`src/arpwm_pkg.sv`:
```
package arpwm_pkg;
   // counter geometry
   localparam int          cw       = 12;
   localparam logic [11:0] cnt_max  = 12'hfff;
   localparam int          nch      = 4;
   // register byte offsets
   localparam logic [7:0]  a_ctrl   = 8'h00;
   localparam logic [7:0]  a_arr1   = 8'h04;
   localparam logic [7:0]  a_arr2   = 8'h08;
   localparam logic [7:0]  a_duty0  = 8'h0c;
   localparam logic [7:0]  a_duty1  = 8'h10;
   localparam logic [7:0]  a_duty2  = 8'h14;
   localparam logic [7:0]  a_duty3  = 8'h18;
   localparam logic [7:0]  a_oe     = 8'h1c;
   localparam logic [7:0]  a_dt     = 8'h20;
   localparam logic [7:0]  a_brk    = 8'h24;
   localparam logic [7:0]  a_gate   = 8'h28;
   localparam logic [7:0]  a_cnt    = 8'h2c;
   // control register fields
   localparam int          b_dual   = 0;
   localparam int          b_tr1    = 1;
   localparam int          b_tr2    = 2;
   localparam int          b_frc1   = 3;
   localparam int          b_frc2   = 4;
   // output register: enables low nibble, polarity high nibble
   localparam int          b_pol    = 4;
   // dead-time register: enable on top bit, count below
   localparam int          b_dte    = 7;
   // break control fields
   localparam int          b_bsel   = 0;
   localparam int          b_break_function_enable   = 1;
   localparam int          b_blvl   = 2;
   localparam int          b_bact   = 3;
   localparam int          b_bpat   = 4;
   // break gate fields
   localparam int          b_g1     = 0;
   localparam int          b_g2     = 1;
   // counter read-back: counter two position
   localparam int          b_cnt2   = 16;
   // reset values
   localparam logic        tr_rst   = 1'b1;

   // whole state of the timer
   typedef struct packed {
      logic [2:0]           sy_pin;   // break pin synchroniser
      logic [2:0]           sy_cmp;   // comparator synchroniser
      logic                 pin_lv;   // filtered pin level
      logic                 cmp_lv;   // filtered comparator level
      logic                 dual;     // second_counter_enable
      logic                 tr1;      // transfer_first_counter
      logic                 tr2;      // transfer_second_counter
      logic [11:0]          arr1;     // autoreload_first
      logic [11:0]          arr2;     // autoreload_second
      logic [11:0]          cnt1;     // counter_one
      logic [11:0]          cnt2;     // counter_two
      logic [3:0][11:0]     dpre;     // preload duty values
      logic [3:0][11:0]     dact;     // active duty values
      logic [3:0]           oe;       // output gate bits
      logic [3:0]           pol_pre;  // polarity written
      logic [3:0]           pol_act;  // polarity in use
      logic [3:0]           raw;      // uninverted waveforms
      logic                 d0;       // dead-time output zero
      logic                 d1;       // dead-time output one
      logic [7:0]           dt_pre;   // dead_time_reg as written
      logic [7:0]           dt_act;   // dead_time_reg in use
      logic [6:0]           dt_cnt;   // dead-time down counter
      logic                 dt_tgt;   // edge waiting: 0 ch0, 1 ch1
      logic                 dt_run;   // dead-time delay running
      logic                 bsel;     // break_source_select
      logic                 break_function_enable;     // break_function_enable
      logic                 blvl;     // break_level_select
      logic                 bact;     // break-active flag
      logic [3:0]           bpat;     // break pattern
      logic                 g1;       // break_gate_first
      logic                 g2;       // break_gate_second
      logic [3:0]           pwm;      // registered pins
      logic                 ack;      // bus acknowledge
      logic [31:0]          rdat;     // bus read data
   } st_t;
endpackage

```
`src/autoreload_pwm.sv`:
```
// The register addresses and the Wishbone interface to the registers were left to the implementer.
`timescale 1ns/10ps
module autoreload_pwm
   import arpwm_pkg::*;
(
   input  wire logic        core_clk,
   input  wire logic        rstn,
   input  wire logic [7:0]  wb_adr_i,
   input  wire logic [31:0] wb_dat_i,
   output logic      [31:0] wb_dat_o,
   input  wire logic [3:0]  wb_sel_i,
   input  wire logic        wb_we_i,
   input  wire logic        wb_stb_i,
   input  wire logic        wb_cyc_i,
   output logic             wb_ack_o,
   input  wire logic        break_pin,
   input  wire logic        cmp_out,
   output logic      [3:0]  pulse_output
);
   import arpwm_pkg::*;

   st_t         s;        // present state
   st_t         next_s;   // next state
   logic        wr;       // write taken this edge
   logic [31:0] wm;       // byte-lane mask
   logic [31:0] wd;       // write data, lane-gated
   logic        ov1;      // counter one overflow
   logic        ov2;      // counter two overflow
   logic        detect;   // break level seen
   logic        brk1;     // break on counter one group
   logic        brk2;     // break on counter two group
   logic        dtz;      // dead time on with zero count

   ////////////////////////////////////////////////////////////
   // merge written lanes over an old value
   // the mask follows wb_sel_i, so a narrow write keeps the other lanes
   function automatic logic [31:0] merge(input logic [31:0] old);
      merge = (old & ~wm) | wd;
   endfunction

   ////////////////////////////////////////////////////////////
   // decoded events, used by both the update and the checks
   always_comb begin
      wm  = {{8{wb_sel_i[3]}}, {8{wb_sel_i[2]}}, {8{wb_sel_i[1]}}, {8{wb_sel_i[0]}}};
      wd  = wb_dat_i & wm;
      // write lands on the edge where the master sees ack
      wr  = s.ack & wb_cyc_i & wb_stb_i & wb_we_i;
      ov1 = (s.cnt1 == cnt_max) | (wr & (wb_adr_i == a_ctrl) & wd[b_frc1]);
      ov2 = s.dual & ((s.cnt2 == cnt_max) | (wr & (wb_adr_i == a_ctrl) & wd[b_frc2]));
      detect = s.break_function_enable & ((s.bsel ? s.cmp_lv : s.pin_lv) == s.blvl);
      brk1 = s.break_function_enable & s.bact & s.g1;
      brk2 = s.break_function_enable & s.bact & (s.dual ? s.g2 : s.g1);
      dtz  = s.dt_act[b_dte] & (s.dt_act[6:0] == 7'h00);
   end

   ////////////////////////////////////////////////////////////
   // next-state logic
   always_comb begin
      logic       c2;   // channel follows counter two
      logic       ovi;  // overflow of channel's counter
      logic       tri_; // transfer bit of channel's counter
      logic [11:0] ci;  // channel's counter value
      logic       v;    // composed pin level
      logic [31:0] m;   // written lanes over the old value
      c2   = 1'b0;
      ovi  = 1'b0;
      tri_ = 1'b0;
      ci   = 12'h000;
      v    = 1'b0;
      m    = 32'h00000000;
      next_s = s;

      // synchronisers: a level counts once stages two and three agree
      next_s.sy_pin = {s.sy_pin[1:0], break_pin};
      next_s.sy_cmp = {s.sy_cmp[1:0], cmp_out};
      if (s.sy_pin[1] == s.sy_pin[2]) begin
         next_s.pin_lv = s.sy_pin[2];
      end
      if (s.sy_cmp[1] == s.sy_cmp[2]) begin
         next_s.cmp_lv = s.sy_cmp[2];
      end

      // bus: one ack per request, dropped the cycle after
      next_s.ack = wb_cyc_i & wb_stb_i & ~s.ack;
      unique case (wb_adr_i)
         a_ctrl:  next_s.rdat = {27'h0000000, 2'b00, s.tr2, s.tr1, s.dual};
         a_arr1:  next_s.rdat = {20'h00000, s.arr1};
         a_arr2:  next_s.rdat = {20'h00000, s.arr2};
         a_duty0: next_s.rdat = {20'h00000, s.dpre[0]};
         a_duty1: next_s.rdat = {20'h00000, s.dpre[1]};
         a_duty2: next_s.rdat = {20'h00000, s.dpre[2]};
         a_duty3: next_s.rdat = {20'h00000, s.dpre[3]};
         a_oe:    next_s.rdat = {24'h000000, s.pol_pre, s.oe};
         a_dt:    next_s.rdat = {24'h000000, s.dt_pre};
         a_brk:   next_s.rdat = {24'h000000, s.bpat, s.bact, s.blvl, s.break_function_enable, s.bsel};
         a_gate:  next_s.rdat = {30'h00000000, s.g2, s.g1};
         // live counters show the block's own state
         a_cnt:   next_s.rdat = {4'h0, s.cnt2, 4'h0, s.cnt1};
         // unmapped offsets answer with zero
         default: next_s.rdat = 32'h00000000;
      endcase

      // transfer bits clear once used; a software set still wins
      if (ov1 & s.tr1) begin
         next_s.tr1 = 1'b0;
      end
      if (ov2 & s.tr2) begin
         next_s.tr2 = 1'b0;
      end

      // register writes; a field takes only the byte lanes that were selected
      // merging into a temporary keeps every bit-select on a plain variable
      if (wr) begin
         unique case (wb_adr_i)
            a_ctrl: begin
               m           = merge({31'h00000000, s.dual});
               next_s.dual = m[b_dual];
               // transfer bits are write-one-to-set
               if (wd[b_tr1]) begin
                  next_s.tr1 = 1'b1;
               end
               if (wd[b_tr2]) begin
                  next_s.tr2 = 1'b1;
               end
            end
            a_arr1: begin
               m           = merge({20'h00000, s.arr1});
               next_s.arr1 = m[11:0];
            end
            a_arr2: begin
               m           = merge({20'h00000, s.arr2});
               next_s.arr2 = m[11:0];
            end
            a_duty0: begin
               m              = merge({20'h00000, s.dpre[0]});
               next_s.dpre[0] = m[11:0];
            end
            a_duty1: begin
               m              = merge({20'h00000, s.dpre[1]});
               next_s.dpre[1] = m[11:0];
            end
            a_duty2: begin
               m              = merge({20'h00000, s.dpre[2]});
               next_s.dpre[2] = m[11:0];
            end
            a_duty3: begin
               m              = merge({20'h00000, s.dpre[3]});
               next_s.dpre[3] = m[11:0];
            end
            a_oe: begin
               // enables act at once, polarity waits for a transfer
               m              = merge({24'h000000, s.pol_pre, s.oe});
               next_s.oe      = m[3:0];
               next_s.pol_pre = m[7:4];
            end
            a_dt: begin
               m             = merge({24'h000000, s.dt_pre});
               next_s.dt_pre = m[7:0];
            end
            a_brk: begin
               m           = merge({24'h000000, s.bpat, s.bact, s.blvl, s.break_function_enable, s.bsel});
               next_s.bsel = m[b_bsel];
               next_s.break_function_enable = m[b_break_function_enable];
               next_s.blvl = m[b_blvl];
               next_s.bact = m[b_bact];
               next_s.bpat = m[7:4];
            end
            a_gate: begin
               m         = merge({30'h00000000, s.g2, s.g1});
               next_s.g1 = m[b_g1];
               next_s.g2 = m[b_g2];
            end
            default: begin
               // unmapped write is acknowledged and dropped
            end
         endcase
      end

      // hardware set wins over a software clear
      if (detect) begin
         next_s.bact = 1'b1;
      end

      // counters
      if (brk1 | brk2) begin
         // gated counters cleared, all counters frozen
         if (brk1) begin
            next_s.cnt1 = 12'h000;
         end
         if (brk2) begin
            next_s.cnt2 = 12'h000;
         end
      end else begin
         // count from reload to max, period 4096 minus reload
         next_s.cnt1 = ov1 ? s.arr1 : s.cnt1 + 12'h001;
         if (s.dual) begin
            next_s.cnt2 = ov2 ? s.arr2 : s.cnt2 + 12'h001;
         end else begin
            next_s.cnt2 = 12'h000;
         end
      end

      // per-channel duty transfer and waveform
      for (int i = 0; i < nch; i++) begin
         // upper pair moves to counter two in dual mode
         c2   = (i >= 2) & s.dual;
         ovi  = c2 ? ov2 : ov1;
         // transfer bit of the owning counter
         tri_ = c2 ? s.tr2 : s.tr1;
         ci   = c2 ? s.cnt2 : s.cnt1;
         if (!(brk1 | brk2)) begin
            if (ovi & tri_) begin
               next_s.dact[i]    = s.dpre[i];
               next_s.pol_act[i] = s.pol_pre[i];
            end
            // high at overflow, low at match
            if (ovi) begin
               next_s.raw[i] = 1'b1;
            end else if (ci == s.dact[i]) begin
               next_s.raw[i] = 1'b0;
            end
         end
      end

      // dead-time engine on outputs zero and one
      if (!(brk1 | brk2)) begin
         if (ov1) begin
            next_s.dt_act = s.dt_pre;
            // ch1 falls now, ch0 rises after delay
            next_s.d1     = 1'b0;
            next_s.dt_cnt = s.dt_pre[6:0];
            next_s.dt_tgt = 1'b0;
            next_s.dt_run = 1'b1;
         end else if (s.cnt1 == s.dact[0]) begin
            // ch0 falls at match, ch1 rises after delay
            next_s.d0     = 1'b0;
            next_s.dt_cnt = s.dt_act[6:0];
            next_s.dt_tgt = 1'b1;
            next_s.dt_run = 1'b1;
         end else if (s.dt_run) begin
            // delay of count clock cycles
            if (s.dt_cnt <= 7'h01) begin
               next_s.dt_run = 1'b0;
               if (s.dt_tgt) begin
                  next_s.d1 = 1'b1;
               end else begin
                  next_s.d0 = 1'b1;
               end
            end else begin
               next_s.dt_cnt = s.dt_cnt - 7'h01;
            end
         end
      end

      // reload and duty values return to reset
      // software must rewrite reloads and duties before leaving a break
      if (brk1 | brk2) begin
         next_s.arr1 = 12'h000;
         next_s.arr2 = 12'h000;
         next_s.dpre = '0;
         next_s.dact = '0;
      end

      // pin composition, registered
      for (int i = 0; i < nch; i++) begin
         v = s.raw[i];
         if (s.dt_act[b_dte] && i < 2) begin
            v = (i == 0) ? s.d0 : s.d1;
         end
         // inversion after dead time may overlap
         v = v ^ s.pol_act[i];
         // zero count holds pins at reset level
         if (dtz) begin
            v = 1'b0;
         end
         if ((i < 2) ? brk1 : brk2) begin
            v = s.bpat[i];
         end
         next_s.pwm[i] = v & s.oe[i];
      end
   end

   ////////////////////////////////////////////////////////////
   // state register
   always_ff @(posedge core_clk or negedge rstn) begin
      if (!rstn) begin
         s     <= '0;
         s.tr1 <= tr_rst;
         s.tr2 <= tr_rst;
      end else begin
         s <= next_s;
      end
   end

   assign wb_ack_o     = s.ack;
   assign wb_dat_o     = s.rdat;
   assign pulse_output = s.pwm;
endmodule

```
`config.mk`:
```
export PLATFORM = sky130hd
export DESIGN_NAME = autoreload_pwm
export DESIGN_NICKNAME = d
export VERILOG_FILES = /design/src/arpwm_pkg.sv /design/src/autoreload_pwm.sv
export SDC_FILE = /design/constraint.sdc
export NUM_CORES = 1
export LEC_CHECK = 0
export BUFFER_PORTS_ARGS = -buffer_cell sky130_fd_sc_hd__buf_4
export CAP_MARGIN = 20
export CORE_MARGIN = 2
export CORE_UTILIZATION = 45
export DETAILED_ROUTE_END_ITERATION = 10
export GPL_TIMING_DRIVEN = 1
export MAX_ROUTING_LAYER = met4
export PLACE_DENSITY = 0.63
export SLEW_MARGIN = 10
export SYNTH_ARGS = -nofsm -noshare
export SYNTH_HDL_FRONTEND = slang
export SYNTH_SLANG_ARGS = --single-unit
```
`constraint.sdc`:
```
create_clock -name core_clk -period 2.7 [get_ports core_clk]
set_input_delay 0.27 -clock core_clk [delete_from_list [all_inputs] [get_ports core_clk]]
set_output_delay 0.27 -clock core_clk [all_outputs]
set_load 0.01 [all_outputs]
```
After elaboration in Yosys (flattened, before gate mapping)
Index checks and enable logic that the tools add are counted.
{"block": "totals", "reg_bits": 245, "in_bits": 51, "output_inout_bits": 37, "word_cells": 241}
{"block": "classes", "addsub": 3, "n_lt_le_gt_ge": 1, "eq_ne": 25, "mux": 68, "bitwise": 55, "reduce_logical": 45}
{"cell": "case mux 28 bit (12 select lines)", "count": 1}
{"cell": "2-to-1 mux 12 bit", "count": 16}
{"cell": "2-to-1 mux 96 bit", "count": 1}
{"cell": "AND 12 bit", "count": 7}
{"cell": "OR 12 bit", "count": 6}
{"cell": "== test 12 bit", "count": 4}
{"cell": "2-to-1 mux 24 bit", "count": 2}
{"cell": "2-to-1 mux 48 bit", "count": 1}
{"cell": "nonzero test 2 bit", "count": 20}
{"cell": "AND reduction 2 bit", "count": 19}
{"cell": "2-to-1 mux 1 bit", "count": 36}
{"cell": "== test 8 x 5 -> 1 bit (second input constant)", "count": 4}
{"cell": "== test 8 x 6 -> 1 bit (second input constant)", "count": 4}
{"cell": "2-to-1 mux 7 bit", "count": 4}
{"cell": "2-to-1 mux 26 bit", "count": 1}
{"cell": "adder 12 x 1 -> 12 bit (second input constant)", "count": 2}
{"cell": "AND 8 bit", "count": 3}
{"cell": "== test 12 bit (second input constant)", "count": 2}
{"cell": "OR 8 bit", "count": 3}
{"cell": "AND 1 bit", "count": 22}
{"cell": "== test 8 x 4 -> 1 bit (second input constant)", "count": 2}
{"cell": "NOT 12 bit", "count": 1}
{"cell": "AND reduction 5 bit", "count": 2}
{"cell": "2-to-1 mux 9 bit", "count": 1}
{"cell": "18 further kinds", "count": 33}

Depth between registers and ports, before layout
{"block": "logic_depth", "depth_word": 13, "ltp_mapped": 9, "ltp_nobuf": 7}

Least setup slack after synthesis
OpenSTA, ideal clock, no wires.
{"block": "synth_timing", "path_kind": "input port to flip-flop", "startpoint": "input port wb_adr_i[5]", "endpoint": "register s[78] in the netlist's numbering", "setup_time_ns": 0.127, "t_arrival_ns": 2.223, "required_time_ns": 2.573, "path_slack_ns": 0.349, "cell_stages": 7, "n_path_buf": 2, "path_cell_list": "or4_1 -> buf_2 -> nor4_4 -> a21o_4 -> and3_4 -> buf_8 -> mux2_1"}
{"block": "synth_via", "elab_chain_cells": 6}
{"element": "start: declaration", "line": "autoreload_pwm.sv:8", "text": "input wire logic [7:0] wb_adr_i,"}
{"element": "zero test 8 bit", "line": "autoreload_pwm.sv:48", "text": "ov1 = (s.cnt1 == cnt_max) | (wr & (wb_adr_i == a_ctrl) & wd[b_frc1]);"}
{"element": "AND 1 bit (2 in series)", "line": "autoreload_pwm.sv:48"}
{"element": "OR 1 bit", "line": "autoreload_pwm.sv:48"}
{"element": "AND 1 bit", "line": "autoreload_pwm.sv:212", "text": "if (ovi & tri_) begin"}
{"element": "AND reduction 2 bit (no source line)"}
{"element": "end signal: assignment", "line": "autoreload_pwm.sv:291", "text": "s <= next_s;"}
{"element": "end: declaration", "line": "autoreload_pwm.sv:22", "text": "st_t s;"}
Every way passes these cells.
A chain may end at the register's enable or synchronous reset.

Worst setup path in the final report
{"block": "layout_timing", "startpoint": "register s[198] in the netlist's numbering", "endpoint": "register s[77] in the netlist's numbering"}
{"block": "layout_via", "elab_chain_cells": 5, "elab_cells_between_ends": 8, "cone_classes": "2 x eq/ne; 3 x mux; 1 x bitwise; 2 x reduce/logical"}
{"element": "== test 12 bit", "line": "autoreload_pwm.sv:48"}
{"element": "OR 1 bit", "line": "autoreload_pwm.sv:48"}
{"element": "2-to-1 mux 1 bit", "line": "autoreload_pwm.sv:207", "text": "ovi = c2 ? ov2 : ov1;"}
{"element": "nonzero test 2 bit (no source line)"}
{"element": "AND reduction 2 bit (no source line)"}
Several ways; a longest one is shown, not always the timed one.

==> impl_metrics.toml <==
[worst_setup_path]
r2r_slack_ns = 0.17
cp.required_ns = 3.14
reg2reg_depth = 7
crit_arrival_ns = 2.97
slowest_delay_ns = 0.66
path_cells = "ha_1, and3_1, and4_1, buf_4, a21oi_1, mux2i_1, a22o_1"
worstSetupPathType = "reg -> reg"
worstPathMaxFanout = 6
critPathCapture = "s[77]"
cp.depth = 7
timing.rr.start = "s[198]"
crit_start = "s[198]"
critPathSlowestCell = "a21oi_1"
startpoint_type = "flop"
end_kind = "flop"
rr_endpoint = "s[77]"
path_delay_family = "compound AO/OA/AOI/OAI gates"
cp_num_buf_inv = 1

[final_layout]
nFillCells = 2432
final_nets = 1344
layout-drive-gt1-share_pct = 19.1
diodes = 0
area_growth_pct = 16.4

[synthesis]
synth_seq_cells = 237
yosysSeqAreaShare_pct = 48.9
postSynthCellCount = 1230
yosysWarningCount = 0
syn_area_sq_um = 12100
ys_types = 76
ys_async_sr_fraction_pct = 100
synth_edf_count = 0
ys.flop_type = "dfrtp_1"
synth.avg_cell_area_sq_um = 9.87

[route]
vias = 10300
vias_per_cell = 6.27
drtPass1Iterations = 10
ant_nets = 0
drc_errors = 0
avgRoutedWirePerCell_microns = 24.0
detail_route.iter0.violations = 1531
wirelength_microns = 39500

[floorplan]
die_h_microns = 168
die_w_microns = 168
initial_utilization_pct = 45.4
coreArea_sq_um = 26700
num_io_pins = 88
num_rows = 60
dieArea_sq_um = 28300

[global_routing]
grt_max_degree = 85
grt_use_total_pct = 28.8
grt_pass1_vias = 10000
grt_overflow_total = 0
grt_pass1_wl_microns = 60700
antenna_found_initial = 0

[clocking]
cts.repair.resized = 0
insertion_delay_ns = 0.56
hold_buffers = 5
postCtsSetupBuffers = 0
cts_tree = "yes"
cts_max_level = 1
clockBufferDepth = 3
clock_sinks = 237
cts_root_buf = "clkbuf_16"
cts_buffers = 27
path_clk_slew_ns = 0.06

[sta]
setup-tns-final_ns = 0
tightest_slew_ns = 0.896
setup_viol = 0
timing.final.crit_share_pct = 93.6
rsz0062_at_grt = "no"
period_needed_ns = 2.53
final.setup_skew_ns = 0.0146
finalHoldViolations = 0
max_freq_ghz = 0.396
max_slew_margin_pct = 40.1
slew_viol_final = 0

[min_path]
hold_path.class = "in -> reg"

[power]
pwr-share-clk_pct = 44.2
p_leak_nw = 6.07
seqPwrFrac_pct = 42.5
swShare_pct = 25.9
max-vdd-ir-drop_uv = 557
power.density_nw_per_um2 = 625
internal-power_w = 0.00654
power_w = 0.00884
netSwitchingPower_w = 0.00229
p_comb_share_pct = 13.3

[run]
drv_cap = 0

[placed_design]
gp_congestion = 0.953
io_buffers = 57
place_hpwl_microns = 28200

[run_status]
outcome = "complete, no violations"
[worst register-to-register path: stages, from the launching register on]
cell	delay [ns]
dfrtp_1	0.38
ha_1	0.24
and3_1	0.18
and4_1	0.24
buf_4	0.17
a21oi_1	0.66
mux2i_1	0.25
a22o_1	0.30
[per-layer routing]
| metal | vias up | track usage (%) | share of wire (%) |
|---|---|---|---|
| met5 | - | - | 0 |
| met4 | 0 | 11.2 | 4.5 |
| met3 | 113 | 6.61 | 9.6 |
| met2 | 520 | 42.7 | 45 |
| met1 | 5113 | 38.6 | 41 |
| li1 | 4584 | - | - |
[synth_stat cells (22+ instances only)]
library cell    n  area (sq um)
a21oi_1       117           586
mux2_2         33           372
inv_1          23          86.3
nor3_1         22           110
nand2_1       119           447
xnor2_1        53           464
o21ai_0        30           150
clkbuf_1       70           263
dfrtp_1       235          5880
mux2i_1        29           290
buf_4          42           315
nand3_1       116           581
a22o_1         41           359
nor2_1         37           139
[worst min path at each step]
stage | depth (start not counted) | from | slack (ns) | to
2_1_floorplan | 0 | rstn | -0.03 | async pin
3_3_place_gp | 1 | rstn | 0.32 | s[54]
3_5_place_dp | 1 | rstn | 0.32 | s[62]
4_1_cts | 3 | wb_dat_i[9] | 0.02 | s[183]
5_1_grt | 3 | wb_dat_i[9] | 0.03 | s[147]
6_report | 3 | wb_dat_i[11] | 0.03 | s[221]
[cells by family (layout without fill, tap and decap cells)]
logic type,after synthesis,in the layout,share of synthesized area [%]
AOI/OAI and AO/OA,321,321,17.6
xor gates and xnor gates,59,59,4.26
adders and majority gates,6,6,0.577
buffers and inverters,150,220,6.46
DFF,237,237,48.9
muxes,66,66,5.82
other,1,8,0.0309
and+or+nand+nor,390,390,16.4
[power by group through the flow]
stage | logic (W) | registers, W | clock network, W
finish | 0.00117 | 0.00376 | 0.00391
CTS | 0.00116 | 0.00376 | 0.00394
floorplan | 0.000723 | 0.00379 | 0
global route | 0.00127 | 0.00377 | 0.00410
global placement | 0.00113 | 0.00382 | 0
detailed placement | 0.00115 | 0.00382 | 0
[per-stage QoR]
| stage | area (sq um) | std cells | setup slack [ns] | hold WS, ns | utilization, % |
|---|---|---|---|---|---|
| floorplan | 12200 | 1237 | 0.349 | -0.0256 | - |
| global placement | 13100 | 1594 | 0.237 | 0.318 | 49.0 |
| detailed placement | 13100 | 1594 | 0.201 | 0.323 | 49.0 |
| CTS | 14100 | 1646 | 0.168 | 0.0169 | 52.8 |
| global route | 14100 | 1648 | 0.100 | 0.0287 | 52.9 |
| finish | 14100 | 1648 | 0.172 | 0.0251 | 52.9 |
[layout make-up]
cell class,count,area [sq um],area share [%]
clock buffers,36,769,5.45
inverters,23,86.3,0.611
well taps,341,427,3.02
multi-input cells,850,5480,38.8
repair buffers,150,1250,8.86
clock inverters,11,178,1.26
flip-flops and latches,237,5930,42.0
[layout by cell type (no fill, tap or decap), types with 29 or more instances in the layout]
cell     Yosys  final
xnor2_1     53     53
a21oi_1    117    117
buf_4       42    134
nand2_1    119    119
a22o_1      41     41
nor2_1      37     35
mux2i_1     29     29
dfrtp_1    235    235
nand3_1    116    116
o21ai_0     30     30
mux2_2      33     33
(Power assumes the default switching activity.)
